<file path="config.mk">
export PLATFORM = sky130hd
export DESIGN_NAME = post_buck_supervisor
export DESIGN_NICKNAME = d
export VERILOG_FILES = /design/src/logic/post_buck_pkg.sv /design/src/logic/pin_sync.sv /design/src/logic/oc_timer.sv /design/src/logic/post_buck_supervisor.sv
export SDC_FILE = /design/constraint.sdc
export NUM_CORES = 1
export LEC_CHECK = 0
export BUFFER_PORTS_ARGS = -buffer_cell sky130_fd_sc_hd__buf_2
export CORE_ASPECT_RATIO = 0.8
export CORE_MARGIN = 8
export CORE_UTILIZATION = 45
export CTS_BUF_LIST = sky130_fd_sc_hd__clkbuf_2
export CTS_CLUSTER_SIZE = 40
export DETAILED_ROUTE_END_ITERATION = 16
export PLACE_DENSITY = 0.81
export SYNTH_ARGS = -nofsm -noshare
export SYNTH_HDL_FRONTEND = slang
export SYNTH_HIERARCHICAL = 1
export SYNTH_SLANG_ARGS = --single-unit
</file>
<file path="constraint.sdc">
create_clock -name clk_i -period 2.2 [get_ports clk_i]
set_clock_uncertainty 0.1 [all_clocks]
set_input_delay 0.44 -clock clk_i [delete_from_list [all_inputs] [get_ports clk_i]]
set_output_delay 0.44 -clock clk_i [all_outputs]
set_load 0.05 [all_outputs]
</file>
<file path="src/logic/post_buck_pkg.sv">
// Constants for the post step-down regulator supervisor
// Behaviour
// - The high-side switch turns off within the period as soon as the peak current reaches the limit.
// - Low-side current above the overcurrent threshold at period end blocks the next high-side turn-on.
// - An overcurrent-limited condition lasting the full timeout sets the sticky timeout flag and raises an interrupt.
// - Crossing the warning temperature sets the sticky warning flag and raises an interrupt.
// - Crossing the shutdown temperature disables the converter, emits a shutdown event and sets a sticky flag.
// - A live warning bit follows the present condition while a sticky copy holds it until cleared.
// - In the active state the host sets the output through a pair of voltage codes of 50 mV per step.
// - The output spans 0.9 V to 1.3 V in nine codes at 50 mV spacing.
// - Before start the input pins are compared to a threshold and the result is kept in a readable bit.
package post_buck_pkg;
  // Register byte offsets
  localparam logic [7:0] STATUS_OFS   = 8'h00;
  localparam logic [7:0] IRQ_STAT_OFS = 8'h04;
  localparam logic [7:0] IRQ_CLR_OFS  = 8'h08;
  localparam logic [7:0] IRQ_EN_OFS   = 8'h0c;
  localparam logic [7:0] VCODE_OFS    = 8'h10;
  localparam logic [7:0] VCOMP_OFS    = 8'h14;
  localparam logic [7:0] CTRL_OFS     = 8'h18;
  // Sticky bit positions (shared by status, clear and enable)
  localparam int OC_TIMEOUT_BIT  = 0;
  localparam int OT_WARNING_BIT  = 1;
  localparam int OT_SHUTDOWN_BIT = 2;
  localparam int NUM_EVENTS      = 3;
  // Live status bit positions
  localparam int LIVE_WARN_BIT = 0;
  localparam int LIVE_SD_BIT   = 1;
  localparam int LIVE_USE_BIT  = 2;
  localparam int LIVE_RUN_BIT  = 3;
  localparam int LIVE_OCL_BIT  = 4;
  // Control bit positions
  localparam int CTRL_EN_BIT = 0;
  // Voltage code: 0 is 0.9 V, 8 is 1.3 V, 50 mV each
  localparam int          VCODE_W     = 4;
  localparam int          VSTEP_MV    = 50;
  localparam int          VMIN_MV     = 900;
  localparam int          VMAX_MV     = 1300;
  localparam logic [3:0]  VCODE_MAX   = 4'((VMAX_MV - VMIN_MV) / VSTEP_MV);
  localparam logic [3:0]  VCODE_RESET = 4'h7;
  // Overcurrent timeout, typical 100 us, kept within 95..115 us
  localparam int CLK_MHZ        = 100;
  localparam int OC_TIMEOUT_US  = 100;
  localparam int OC_TIMEOUT_CYC = OC_TIMEOUT_US * CLK_MHZ;
  localparam int OC_CNT_W       = 14;
  // Converter states
  typedef enum logic [1:0] {
    ST_DETECT = 2'b00,
    ST_ACTIVE = 2'b01,
    ST_OFF    = 2'b10,
    ST_UNUSED = 2'b11
  } conv_state_t;
  // Inverse code kept in the companion register
  function automatic logic [3:0] vcode_inv(input logic [3:0] c);
    vcode_inv = ~c;
  endfunction : vcode_inv
endpackage : post_buck_pkg

</file>
<file path="src/logic/pin_sync.sv">
// Two-stage synchroniser for a vector of pin levels
`timescale 1ns/1ns
module pin_sync #(
  parameter int W = 1
) (
  input  wire logic         clk_i, // System clock
  input  wire logic         rst_i, // Synchronous reset
  input  wire logic [W-1:0] d_i,   // Asynchronous levels
  output logic      [W-1:0] q_o    // Synchronised levels
);
  logic [W-1:0] meta_ff;
  logic [W-1:0] sync_ff;
  // First stage is read only by the second
  always_ff @(posedge clk_i) begin
    if (rst_i) begin
      meta_ff <= '0;
      sync_ff <= '0;
    end else begin
      meta_ff <= d_i;
      sync_ff <= meta_ff;
    end
  end
  assign q_o = sync_ff;
endmodule : pin_sync

</file>
<file path="src/logic/oc_timer.sv">
// Overcurrent timeout counter
`timescale 1ns/1ns
module oc_timer
  import post_buck_pkg::*;
#(
  parameter int TIMEOUT_CYC = OC_TIMEOUT_CYC
) (
  input  wire logic clk_i,     // System clock
  input  wire logic rst_i,     // Synchronous reset
  input  wire logic limited_i, // Current-limited condition
  output logic      expire_o   // One-cycle pulse at timeout
);
  logic [OC_CNT_W-1:0] cnt_ff;
  logic                done_ff;
  wire  logic          at_end = (cnt_ff == OC_CNT_W'(TIMEOUT_CYC - 1));
  // Count while limited; restart on clear
  always_ff @(posedge clk_i) begin
    if (rst_i || !limited_i) begin
      cnt_ff  <= '0;
      done_ff <= 1'b0;
    end else if (!done_ff) begin
      cnt_ff  <= at_end ? cnt_ff : cnt_ff + 1'b1;
      done_ff <= at_end;
    end
  end
  // Fires once per continuous limited stretch
  assign expire_o = limited_i && at_end && !done_ff;
endmodule : oc_timer

</file>
<file path="src/logic/post_buck_supervisor.sv">
// Supervisor of the post step-down regulator with Wishbone registers
`timescale 1ns/1ns
module post_buck_supervisor
  import post_buck_pkg::*;
#(
  parameter int TIMEOUT_CYC = OC_TIMEOUT_CYC
) (
  input  wire logic        clk_i,                  // System clock 100 MHz
  input  wire logic        rst_i,                  // Synchronous reset
  input  wire logic        wb_cyc_i,               // Wishbone cycle
  input  wire logic        wb_stb_i,               // Wishbone strobe
  input  wire logic        wb_we_i,                // Wishbone write
  input  wire logic [7:0]  wb_adr_i,               // Byte address
  input  wire logic [3:0]  wb_sel_i,               // Byte enables
  input  wire logic [31:0] wb_dat_i,               // Write data
  output logic      [31:0] wb_dat_o,               // Read data
  output logic             wb_ack_o,               // Acknowledge
  input  wire logic        active_i,               // Device in active state
  input  wire logic        peak_limit_i,           // Peak current at limit
  input  wire logic        ls_overcurrent_i,       // Low-side above threshold
  input  wire logic        period_end_i,           // Switching period end pulse
  input  wire logic        ot_warning_i,           // Warning comparator
  input  wire logic        ot_shutdown_i,          // Shutdown comparator
  input  wire logic        post_buck_input_pins_i, // Use-detect comparator
  output logic             hs_on_o,                // High-side gate
  output logic             conv_enable_o,          // Converter enable
  output logic [3:0]       vout_code_o,            // Applied voltage code
  output logic             thermal_shutdown_event_o, // Shutdown event pulse
  output logic             irq_o                   // Interrupt level
);
  // Pin levels synchronised before use
  logic [4:0] pins_s;
  pin_sync #(.W(5)) u_sync (
    .clk_i (clk_i),
    .rst_i (rst_i),
    .d_i   ({peak_limit_i, ls_overcurrent_i, ot_warning_i, ot_shutdown_i, post_buck_input_pins_i}),
    .q_o   (pins_s)
  );
  wire logic peak_s = pins_s[4];
  wire logic lsoc_s = pins_s[3];
  wire logic warn_s = pins_s[2];
  wire logic sd_s   = pins_s[1];
  wire logic use_s  = pins_s[0];

  conv_state_t          state_ff;
  conv_state_t          nxt_state;
  logic                 use_detected_ff;
  logic [1:0]           det_wait_ff;
  logic                 ctrl_en_ff;
  logic [VCODE_W-1:0]   vcode_ff;
  logic [VCODE_W-1:0]   vcomp_ff;
  logic [NUM_EVENTS-1:0] sticky_ff;
  logic [NUM_EVENTS-1:0] irq_en_ff;
  logic                 skip_ff;
  logic                 hs_ff;
  logic                 warn_d_ff;
  logic                 sd_d_ff;
  logic                 ack_ff;
  logic [31:0]          rdata_ff;

  // Bus decode
  wire logic req      = wb_cyc_i && wb_stb_i && !ack_ff;
  wire logic wr       = req && wb_we_i && wb_sel_i[0];
  wire logic wr_clr   = wr && (wb_adr_i == IRQ_CLR_OFS);
  wire logic wr_en    = wr && (wb_adr_i == IRQ_EN_OFS);
  wire logic wr_vcode = wr && (wb_adr_i == VCODE_OFS);
  wire logic wr_vcomp = wr && (wb_adr_i == VCOMP_OFS);
  wire logic wr_ctrl  = wr && (wb_adr_i == CTRL_OFS);
  wire logic running  = (state_ff == ST_ACTIVE);
  // Code write accepted only active, in range, with matching companion
  wire logic [3:0] wcode   = wb_dat_i[3:0];
  wire logic code_ok       = active_i && (wcode <= VCODE_MAX);
  wire logic pair_ok       = (vcomp_ff == vcode_inv(wcode));

  // Event detection; unused converter reports nothing
  wire logic used        = (state_ff != ST_UNUSED) && (state_ff != ST_DETECT);
  wire logic limited     = running && (lsoc_s || skip_ff);
  wire logic oc_expire;
  wire logic warn_rise   = used && warn_s && !warn_d_ff;
  wire logic sd_rise     = used && sd_s && !sd_d_ff;
  wire logic [NUM_EVENTS-1:0] ev_set;
  assign ev_set[OC_TIMEOUT_BIT]  = oc_expire && used;
  assign ev_set[OT_WARNING_BIT]  = warn_rise;
  assign ev_set[OT_SHUTDOWN_BIT] = sd_rise;

  oc_timer #(.TIMEOUT_CYC(TIMEOUT_CYC)) u_oc (
    .clk_i     (clk_i),
    .rst_i     (rst_i),
    .limited_i (limited),
    .expire_o  (oc_expire)
  );

  // Converter state: detect, then active, off or unused
  always_comb begin
    nxt_state = state_ff;
    case (state_ff)
      // Synchroniser clears on reset, so wait until it holds real pin levels
      ST_DETECT: nxt_state = !det_wait_ff[1] ? ST_DETECT :
                             !use_s ? ST_UNUSED : (ctrl_en_ff && !sd_s) ? ST_ACTIVE : ST_DETECT;
      ST_ACTIVE: nxt_state = sd_s ? ST_OFF : (!ctrl_en_ff ? ST_OFF : ST_ACTIVE);
      ST_OFF:    nxt_state = (!sd_s && ctrl_en_ff) ? ST_ACTIVE : ST_OFF;
      ST_UNUSED: nxt_state = ST_UNUSED;
      default:   nxt_state = ST_DETECT;
    endcase
  end

  // State, detection result and edge history
  always_ff @(posedge clk_i) begin
    if (rst_i) begin
      state_ff        <= ST_DETECT;
      use_detected_ff <= 1'b0;
      det_wait_ff     <= 2'h0;
      warn_d_ff       <= 1'b0;
      sd_d_ff         <= 1'b0;
    end else begin
      state_ff    <= nxt_state;
      det_wait_ff <= det_wait_ff[1] ? det_wait_ff : det_wait_ff + 2'h1;
      warn_d_ff <= warn_s;
      sd_d_ff   <= sd_s;
      if (state_ff == ST_DETECT) begin
        use_detected_ff <= use_s;
      end
    end
  end

  // High-side gating per period
  always_ff @(posedge clk_i) begin
    if (rst_i) begin
      hs_ff   <= 1'b0;
      skip_ff <= 1'b0;
    end else if (!running || sd_s) begin
      hs_ff   <= 1'b0;
      skip_ff <= 1'b0;
    end else if (period_end_i) begin
      skip_ff <= lsoc_s;
      hs_ff   <= !lsoc_s;
    end else if (peak_s) begin
      hs_ff <= 1'b0;
    end
  end

  // Sticky flags: set wins over clear
  always_ff @(posedge clk_i) begin
    if (rst_i) begin
      sticky_ff <= '0;
      irq_en_ff <= '0;
    end else begin
      sticky_ff <= (sticky_ff & ~(wr_clr ? wb_dat_i[NUM_EVENTS-1:0] : '0)) | ev_set;
      if (wr_en) begin
        irq_en_ff <= wb_dat_i[NUM_EVENTS-1:0];
      end
    end
  end

  // Control and voltage codes; host keeps steps of one
  always_ff @(posedge clk_i) begin
    if (rst_i) begin
      ctrl_en_ff <= 1'b0;
      vcode_ff   <= VCODE_RESET;
      vcomp_ff   <= vcode_inv(VCODE_RESET);
    end else begin
      if (wr_ctrl) begin
        ctrl_en_ff <= wb_dat_i[CTRL_EN_BIT];
      end
      if (wr_vcomp && active_i) begin
        vcomp_ff <= wcode;
      end
      if (wr_vcode && code_ok && pair_ok) begin
        vcode_ff <= wcode;
      end
    end
  end

  // Read mux
  // Unused converter shows no live faults either
  wire logic [31:0] live_word = {27'h0, limited, running, use_detected_ff, used && sd_s, used && warn_s};
  wire logic [31:0] rd_mux =
    (wb_adr_i == STATUS_OFS)   ? live_word :
    (wb_adr_i == IRQ_STAT_OFS) ? {29'h0, sticky_ff} :
    (wb_adr_i == IRQ_EN_OFS)   ? {29'h0, irq_en_ff} :
    (wb_adr_i == VCODE_OFS)    ? {28'h0, vcode_ff} :
    (wb_adr_i == VCOMP_OFS)    ? {28'h0, vcomp_ff} :
    (wb_adr_i == CTRL_OFS)     ? {31'h0, ctrl_en_ff} : 32'h0;

  // One ack per request, one cycle after it, read data registered
  always_ff @(posedge clk_i) begin
    if (rst_i) begin
      ack_ff   <= 1'b0;
      rdata_ff <= 32'h0;
    end else begin
      ack_ff   <= req;
      rdata_ff <= (req && !wb_we_i) ? rd_mux : rdata_ff;
    end
  end

  assign wb_ack_o                 = ack_ff;
  assign wb_dat_o                 = rdata_ff;
  assign hs_on_o                  = hs_ff;
  assign conv_enable_o            = running;
  assign vout_code_o              = vcode_ff;
  assign thermal_shutdown_event_o = sd_rise;
  assign irq_o                    = |(sticky_ff & irq_en_ff);

  // Peak current turns the high side off next cycle
  AST_PEAK_OFF: assert property (@(posedge clk_i) disable iff (rst_i)
    peak_s && !period_end_i |=> !hs_on_o) else $error("high side on after peak");
  AST_SKIP: assert property (@(posedge clk_i) disable iff (rst_i)
    period_end_i && lsoc_s |=> !hs_on_o) else $error("high side on after overcurrent");
  AST_OC_SET: assert property (@(posedge clk_i) disable iff (rst_i)
    ev_set[OC_TIMEOUT_BIT] |=> sticky_ff[OC_TIMEOUT_BIT]) else $error("timeout flag lost");
  AST_NO_AUTO_OFF: assert property (@(posedge clk_i) disable iff (rst_i)
    running && !sd_s && ctrl_en_ff |=> running) else $error("converter stopped on its own");
  AST_WARN: assert property (@(posedge clk_i) disable iff (rst_i)
    warn_rise |=> sticky_ff[OT_WARNING_BIT] && live_word[LIVE_WARN_BIT]) else $error("warning not set");
  AST_SD: assert property (@(posedge clk_i) disable iff (rst_i)
    sd_s |=> !conv_enable_o) else $error("converter on during shutdown");
  AST_RANGE: assert property (@(posedge clk_i) disable iff (rst_i)
    vout_code_o <= VCODE_MAX) else $error("voltage code out of range");
  AST_UNUSED: assert property (@(posedge clk_i) disable iff (rst_i)
    state_ff == ST_UNUSED |-> !conv_enable_o && ev_set == '0) else $error("unused converter active");
  AST_ACK: assert property (@(posedge clk_i) disable iff (rst_i)
    wb_ack_o |=> !wb_ack_o) else $error("ack held");
endmodule : post_buck_supervisor

</file>
* Word level (Yosys, flattened, before mapping)
Index checks and enable logic that the tools add are counted.
** Storage, ports and cells
- Memories kept :: 0
- Latch bits :: 0
- Memory bits (read-only) :: 0
- Register bits :: 82
- RAM bits :: 0
- Input bits :: 56
- Output and inout port bits :: 41
- Word-level logic and storage cells :: 102
** Cells by class
- Mux-type cells :: 18
- Bitwise operators :: 7
- $add $sub $neg :: 2
- Magnitude comparators :: 1
- $mul :: 0
- Reductions and logical operators :: 43
- Shift operators :: 0
- Equal/unequal tests :: 12
- Div/mod/pow operators :: 0
** Operators by type and width (number)
- equality test 8 x 5 -> 1 bit, second input constant :: 3
- logical AND 1 bit :: 24
- equality test 8 x 4 -> 1 bit, second input constant :: 2
- 2-to-1 mux 4 bit :: 4
- adder 14 x 1 -> 14 bit, second input constant :: 1
- equality test 14 bit, second input constant :: 1
- 2-to-1 mux 2 bit :: 6
- zero test 1 bit :: 9
- equality test 8 x 3 -> 1 bit, second input constant :: 1
- zero test 8 bit :: 1
- one-hot mux 2 bit (4 select lines) :: 1
- bitwise AND 3 bit :: 2
- 2-to-1 mux 1 bit :: 5
- 2-to-1 mux 5 bit :: 1
- equality test 2 bit, second input constant :: 2
- equality test 4 bit :: 1
- <= comparator 4 bit, second input constant :: 1
- inverter 4 bit :: 1
- nonzero test 2 bit :: 2
- logical OR 1 bit :: 3
- 2-to-1 mux 3 bit :: 1
- inverter 3 bit :: 1
- OR 3 bit :: 1
- OR reduction 3 bit :: 1
- 7 further kinds :: 8

* Longest topological paths before layout
Gate-level depths: netlist of the first run.
- Depth in word-level cells :: 9
- Depth in mapped cells :: 7
- Gate-level depth less buffers :: 7

* Hierarchy
The synthesis of the first run kept the hierarchy.
** By module, submodules not included
- post_buck_supervisor :: cells each 221, instances 1, area an instance 1828.0 um2, seq. area each 600.6 um2
- oc_timer :: cells each 88, instances 1, area an instance 749.5 um2, seq. area each 300.3 um2
- pin_sync :: cells each 20, instances 1, area an instance 262.8 um2, seq. area each 200.2 um2

* Worst setup path after synthesis of the first run
OpenSTA, ideal clock, no wires.
- Path kind :: input to register
- Start point :: in wb_adr_i[2]
- End point :: reg sticky_ff[2]
- Setup slack :: 0.116 ns
- Required time :: 1.981 ns
- Arrival :: 1.865 ns
- Stages :: 4
- Path buffers :: 1
- Setup time :: 0.119 ns
- Path through :: buf_2 or4b_2 or4_4 o221a_1
** On the way
- Word-level cells in the longest chain between the ends :: 6
** RTL lines
- start: declaration :: line post_buck_supervisor.sv:13 : input wire logic [7:0] wb_adr_i,
- equality test 8 x 4 -> 1 bit :: line post_buck_supervisor.sv:64 : wire logic wr_clr = wr && (wb_adr_i == IRQ_CLR_OFS);
- logical AND 1 bit :: line post_buck_supervisor.sv:64
- 2-to-1 mux 3 bit :: line post_buck_supervisor.sv:148 : sticky_ff <= (sticky_ff & ~(wr_clr ? wb_dat_i[NUM_EVENTS-1:0] : '0)) | ev_set;
- inverter 3 bit :: line post_buck_supervisor.sv:148
- bitwise AND 3 bit :: line post_buck_supervisor.sv:148
- OR 3 bit :: line post_buck_supervisor.sv:148
- end signal: assignment :: line post_buck_supervisor.sv:148
- end: declaration :: line post_buck_supervisor.sv:52 : logic [NUM_EVENTS-1:0] sticky_ff;
Every way passes these cells.
A chain may end at the register's enable or synchronous reset.

* Worst setup path after layout of the first run
- Start point :: reg state_ff[1]
- End point :: out thermal_shutdown_event_o
** On the way
- Word-level cells in the longest chain between the ends :: 4
- Elaborated cells between the ends (all ways) :: 5
- Classes of those cells :: eq/ne (1); reduce/logical (4)
** RTL lines
- start: declaration :: line post_buck_supervisor.sv:45 : conv_state_t state_ff;
- start signal: assignment :: line post_buck_supervisor.sv:116 : state_ff <= nxt_state;
- inequality test 2 bit / nonzero test 2 bit (equally long branches) :: line post_buck_supervisor.sv:76 : wire logic used = (state_ff != ST_UNUSED) && (state_ff != ST_DETECT);
- logical AND 1 bit * :: line post_buck_supervisor.sv:76
- logical AND 1 bit * (2 in a row) :: line post_buck_supervisor.sv:80 : wire logic sd_rise = used && sd_s && !sd_d_ff;
- end: declaration :: line post_buck_supervisor.sv:28 : output logic thermal_shutdown_event_o,
Mark *: on every way between the ends. The rest lies on a longest branch, timed or not.

==> results of run 1 <==
==> state kept, by name, summed over array words and instances (netlist names), 2 cells and up <==
register and flops:
sticky_ff 3, vout_code_o 4, u_oc/cnt_ff 14, u_sync/meta_ff 5, state_ff 2, irq_en_ff 3
vcomp_ff 4, det_wait_ff 2, wb_dat_o 5, u_sync/q_o 5
==> kinds of logic (layout without fill, tap and decap cells) <==
family                   after synthesis  in the layout  share of synthesized area (%)
adder cells (fa/ha/maj)                6              6                           2.64
XOR/XNOR                               8              8                           2.47
other                                  1             27                          0.132
AND/OR/NAND/NOR                      141            141                           27.7
AO/OA/AOI/OAI                         55             55                           13.0
flip-flops                            55             55                           38.8
multiplexers                          14             14                           4.93
buffers and inverters                 49             76                           10.4
==> metrics by stage <==
stage,instances,utilization (%),power (W),setup WS [ns]
global placement,453,49.3,0.00142,0.0455
finish,466,51.5,0.00198,0.0775
floorplan,355,-,0.00137,0.116
CTS,466,51.4,0.00199,0.0253
global route,466,51.5,0.00208,0.000506
detailed placement,453,49.3,0.00143,0.0343
==> metal layers <==
layer,global-route usage [%],up-vias,routed length (microns)
li1,-,1208,-
met4,2.84,0,38
met1,19.2,1120,3140
met5,0,-,0
met2,20.4,72,2750
met3,3.62,7,413
==> what timing repair did <==
| item | in CTS | in global routing |
|---|---|---|
| resized for setup | 9 | 1 |
| buffers inserted | 5 | 0 |
| hold buffers | 0 | 0 |
| pin swaps | 2 | 0 |
| cloned | 0 | 0 |
| setup endpoints to repair | 1 | 1 |
==> cell type report <==
type | instances | area [sq um] | area share [%]
Clock inverter | 2 | 38.8 | 1.21
Clock buffer | 6 | 30.0 | 0.933
Sequential cell | 55 | 1100 | 34.3
Multi-Input combinational cell | 251 | 1560 | 48.6
Tap cell | 84 | 105 | 3.27
Timing Repair Buffer | 56 | 332 | 10.3
Inverter | 12 | 45.0 | 1.40
==> placed cells by master, fill, tap and decap left out, drive strengths merged, types with 4 or more instances in the layout <==
cell	synthesis	final
xnor2	5	5
o21ai	14	14
nor2b	11	11
or3	4	4
a21oi	19	19
inv	12	13
nor4	7	7
nor3	10	10
nand4	7	7
nand2	32	32
nor2	32	32
nand3	11	11
ha	6	6
conb	1	27
mux2i	14	14
clkbuf	5	6
dfxtp	55	55
nor3b	4	4
buf	32	56
==> final timing paths <==
| path | from | end | slack [ns] | cells past startpoint |
|---|---|---|---|---|
| max | state_ff[1]$_SDFF_PP0_ | thermal_shutdown_event_o | 0.08 | 5 |
| min | ls_overcurrent_i | u_sync/meta_ff[3]$_SDFF_PP0_ | 0.07 | 2 |
| max reg2reg | state_ff[0]$_SDFF_PP0_ | u_oc/cnt_ff[13]$_SDFFE_PP0P_ | 0.46 | 8 |
| min reg2reg | u_sync/meta_ff[1]$_SDFF_PP0_ | u_sync/q_o[1]$_SDFF_PP0_ | 0.36 | 1 |
==> power by group through the flow <==
stage | clock (W) | sequential (W) | combinational [W]
4_1_cts | 0.000534 | 0.00105 | 0.000404
5_1_grt | 0.000573 | 0.00106 | 0.000449
3_5_place_dp | 0 | 0.00107 | 0.000360
3_3_place_gp | 0 | 0.00107 | 0.000354
6_report | 0.000518 | 0.00105 | 0.000414
2_1_floorplan | 0 | 0.00107 | 0.000303
==> worst max-delay path, cell delays in order, from the launching register on <==
cell	delay, ns
dfxtp_2	0.41
inv_2	0.06
ha_4	0.27
nand2_2	0.08
nor2_4	0.15
buf_6	0.17
==> reports/qor.yml, run 1 <==
cts:
  clk_path_buf_depth: 2
  clock-sinks: 55
  clk_pin_slew_ns: 0.28
  cts-htree-levels: 2
  cts_tree: "yes"
  root_buffer: "clkbuf_2"
  clk_latency_ns: 0.45
  cts_made_buffers: 5
floorplanning:
  rows: 26
  die_y_microns: 87.1
  start_util_pct: 45.5
  core_sq_um: 6250
  die_w_microns: 105
  ios: 97
  die-area_sq_um: 9130
sta:
  drv_slew: 0
  period_needed_ns: 2.12
  final_hold_viol_count: 0
  clock.fmax_ghz: 0.471
  worst_pin_slew_ns: 0.540
  tns_ns: 0
  finalSetupViolations: 0
  fin_hold_ws_ns: 0.0740
  rsz0062_at_grt: "no"
  max_slew_margin_pct: 63.7
  finalCritPeriodShare_pct: 96.5
critical_path:
  worstPathRequired_ns: 1.66
  crit_type: "flip-flop to output port"
  start_kind: "flip-flop"
  endpoint_kind: "output port"
  crit_arrival_ns: 1.58
  crit_fanout: 3
finish:
  drive_gt1_share_pct: 22.0
  final_area_sq_um: 3220
  syn2layout_area_growth_pct: 13.3
  nets: 443
  antenna_cells: 0
  n_fill_cell: 590
power:
  peakVddDrop_mv: 0.370
  power_density_nw_per_um2: 617
  seqPwrFrac_pct: 53.1
  p_sw_share_pct: 31.0
  pwr-share-clk_pct: 26.1
  p_int_w: 0.00137
  p_sw_w: 0.000616
  p_comb_share_pct: 20.8
  leakagePower_nw: 1.24
route:
  dr_total_vias: 2407
  drc: 0
  finalWirelength_mm: 6.34
  wl_per_cell_microns: 13.6
  first_pass_iters: 4
  first_iter_violations: 145
  route.antenna.remaining_nets: 0
  detail_route.vias_per_cell: 5.17
yosys:
  syn-cell-area_sq_um: 2840
  synth_ff_type: "dfxtp_1"
  synthArstFlopShare_pct: 0
  avgSynthCellArea_sq_um: 8.63
  synthTopCellsByCount: "55 x dfxtp_1, 32 x nand2_1, 32 x nor2_1"
  yosysSeqAreaShare_pct: 38.8
  synth_cells: 329
  synth_top_area_cell: "dfxtp_1"
  synth_cell_types: 58
  synth_area_leaders: "dfxtp_1 39%, buf_4 7.1%, mux2i_1 4.9%, nand2_1 4.2%, nor2_1 4.2%"
  ys_warn_count: 6
  yosysMostFrequentCell: "dfxtp_1"
  synth_top_area_share_pct: 38.8
  ys_seq_elements: 55
  synth-edff-count: 0
placement:
  dp_hpwl_mm: 4.91
  place_area_sq_um: 3080
  gp_congestion: 0.883
  portBuffers: 38
grt:
  grt_pass1_wl_mm: 10.4
  grt_pass1_vias: 2225
  antenna_found_initial: 0
  track_usage_pct: 13.7
  grt_max_degree: 26
  grt-ovfl-total: 0
hold_path:
  hp-class: "primary input to flip-flop"
status:
  outcome: "finished clean"
run:
  max-cap-violations: 0
Power figures use the tool's default switching activity.
==> inputs of run 2 (changes only) <==
--- a/config.mk
+++ b/config.mk
@@ -12,6 +12,7 @@
 export CTS_BUF_LIST = sky130_fd_sc_hd__clkbuf_2
 export CTS_CLUSTER_SIZE = 40
 export DETAILED_ROUTE_END_ITERATION = 16
+export MAX_ROUTING_LAYER = met4
 export PLACE_DENSITY = 0.81
 export SYNTH_ARGS = -nofsm -noshare
 export SYNTH_HDL_FRONTEND = slang
==> run 2 against run 1 <==
  * Clock power is essentially flat
  * Global-route usage grew 0.38 points
  * Combinational power is essentially flat
  * Critical endpoint unchanged
  * Sequential power is essentially flat
  * Cell count is the same
  * Final area is the same
  * Non-clock buffer count is the same
  * Largest power group unchanged
  * Via count grew 1.5%
  * First-iteration DRC count grew 19%
  * Core utilization is the same
  * Largest cell class unchanged
==> reports/qor.yml, run 2 (same netlist as run 1, synthesis figures left out) <==
status:
  outcome: "finished clean"
floorplanning:
  core_sq_um: 6250  # unchanged
  die-area_sq_um: 9130  # unchanged
  die_y_microns: 87.1  # unchanged
  start_util_pct: 45.5  # unchanged
  die_w_microns: 105  # unchanged
  ios: 97  # unchanged
  rows: 26  # unchanged
sta:
  tns_ns: 0  # unchanged
  max_slew_margin_pct: 64.2  # +0.52 points
  drv_slew: 0  # unchanged
  rsz0062_at_grt: "no"
  final_hold_viol_count: 0  # unchanged
  clock.fmax_ghz: 0.473  # +0.40%
  finalSetupViolations: 0  # unchanged
  finalCritPeriodShare_pct: 96.1  # -0.39 points
  worst_pin_slew_ns: 0.532  # -0.00771 ns
  period_needed_ns: 2.11  # -0.00850 ns
finish:
  mostFrequentLayoutCell: "dfxtp_1"
  final-seq-area_sq_um: 1100  # unchanged
  n_fill_cell: 590  # unchanged
  final_cell_mix: "53 x dfxtp_1, 37 x buf_2, 31 x nand2_1, 31 x nor2_1, 27 x conb_1"
  fin_util_pct: 51.5  # unchanged
  syn2layout_area_growth_pct: 13.3  # unchanged
  nets: 443  # unchanged
  drive_gt1_share_pct: 22.0  # unchanged
  multiInputGateArea_sq_um: 1560  # unchanged
  antenna_cells: 0  # unchanged
  largest_reg_flops: 14  # unchanged
  stdcell_count: 466  # unchanged
  largest_register: "u_oc/cnt_ff"
placement:
  gp_congestion: 0.898  # +1.7%
  dp_hpwl_mm: 4.91  # unchanged
  portBuffers: 38  # unchanged
  place_inst: 453  # unchanged
cts:
  cts-htree-levels: 2  # unchanged
  clk_path_buf_depth: 2  # unchanged
  clk_latency_ns: 0.45  # about the same
  clk_pin_slew_ns: 0.27  # about the same
  postCtsHoldBufs: 0  # unchanged
  cts_made_buffers: 5  # unchanged
  root_buffer: "clkbuf_2"
  clock-sinks: 55  # unchanged
  cts_tree: "yes"
route:
  drc: 0  # unchanged
  detail_route.vias_per_cell: 5.24  # +1.5%
  wl_per_cell_microns: 13.6  # about the same
  first_pass_iters: 4  # unchanged
  route.antenna.remaining_nets: 0  # unchanged
  first_iter_violations: 173  # +19%
  dr_total_vias: 2442  # +1.5%
  finalWirelength_mm: 6.35  # about the same
grt:
  antenna_found_initial: 0  # unchanged
  grt_max_degree: 26  # unchanged
  grt_pass1_wl_mm: 10.4  # -0.19%
  grt-ovfl-total: 0  # unchanged
  grt_pass1_vias: 2227  # +0.090%
  track_usage_pct: 14.1  # +0.38 points
run:
  max-cap-violations: 0  # unchanged
critical_path:
  worstPathRequired_ns: 1.66  # about the same
  crit_fanout: 3  # unchanged
  crit_arrival_ns: 1.57  # about the same
  crit_type: "flip-flop to output port"
  start_kind: "flip-flop"
  endpoint_kind: "output port"
power:
  p_total_w: 0.00198  # -0.12%
  power_density_nw_per_um2: 616  # -0.12%
  leakagePower_nw: 1.24  # unchanged
  peakVddDrop_mv: 0.369  # -0.15%
hold_path:
  hp-class: "primary input to flip-flop"
[run 2: area by class of cell]
cell class | count | share of cell area (%)
Multi-Input combinational cell | 251 | 48.6
Sequential cell | 55 | 34.3
Inverter | 12 | 1.40
Clock buffer | 6 | 0.933
Clock inverter | 2 | 1.21
Tap cell | 84 | 3.27
Timing Repair Buffer | 56 | 10.3
[run 2: final timing paths]
check                          startpoint  depth (start not counted)  slack, ns                            to
max                state_ff[1]$_SDFF_PP0_                          5       0.09      thermal_shutdown_event_o
min                      ls_overcurrent_i                          2       0.07  u_sync/meta_ff[3]$_SDFF_PP0_
max reg2reg   u_oc/cnt_ff[0]$_SDFFE_PP0P_                          5       0.47   u_oc/cnt_ff[4]$_SDFFE_PP0P_
min reg2reg  u_sync/meta_ff[2]$_SDFF_PP0_                          1       0.36      u_sync/q_o[2]$_SDFF_PP0_
[run 2: report_power, final]
part,internal [W],switching (W),total (W)
clock network,0.000201,0.000315,0.000516
registers,0.00103,0.0000205,0.00105
logic,0.000135,0.000278,0.000413
total,0.00137,0.000614,0.00198
[run 2: routing by layer]
metal	vias up	track usage (%)	wire length, microns
li1	1207	-	-
met1	1147	19.3	3130
met2	81	20.4	2740
met3	7	3.40	446
met4	0	2.84	38
met5	-	-	0
[run 2: what timing repair did]
action / 4_1_cts / 5_1_grt
pin swaps: 2 / 0
resized for setup: 9 / 1
setup buffers: 5 / 0
cloned: 0 / 0
endpoints found under the setup margin: 1 / 1
[run 2: metrics by stage]
step	cell area [sq um]	hold WS, ns	setup WS (ns)
after global routing	3220	0.0349	0.00161
after CTS	3210	0.0439	0.0253
after detailed placement	3080	0.325	0.0343
after global placement	3080	0.317	0.0455
final	3220	0.0720	0.0860
after floorplan	2940	0.314	0.116
[run 2: worst max-delay path, stage by stage (launching register included)]
cell     delay (ns)
dfxtp_2        0.40
inv_2          0.06
ha_4           0.27
nand2_2        0.08
nor2_4         0.15
buf_6          0.17
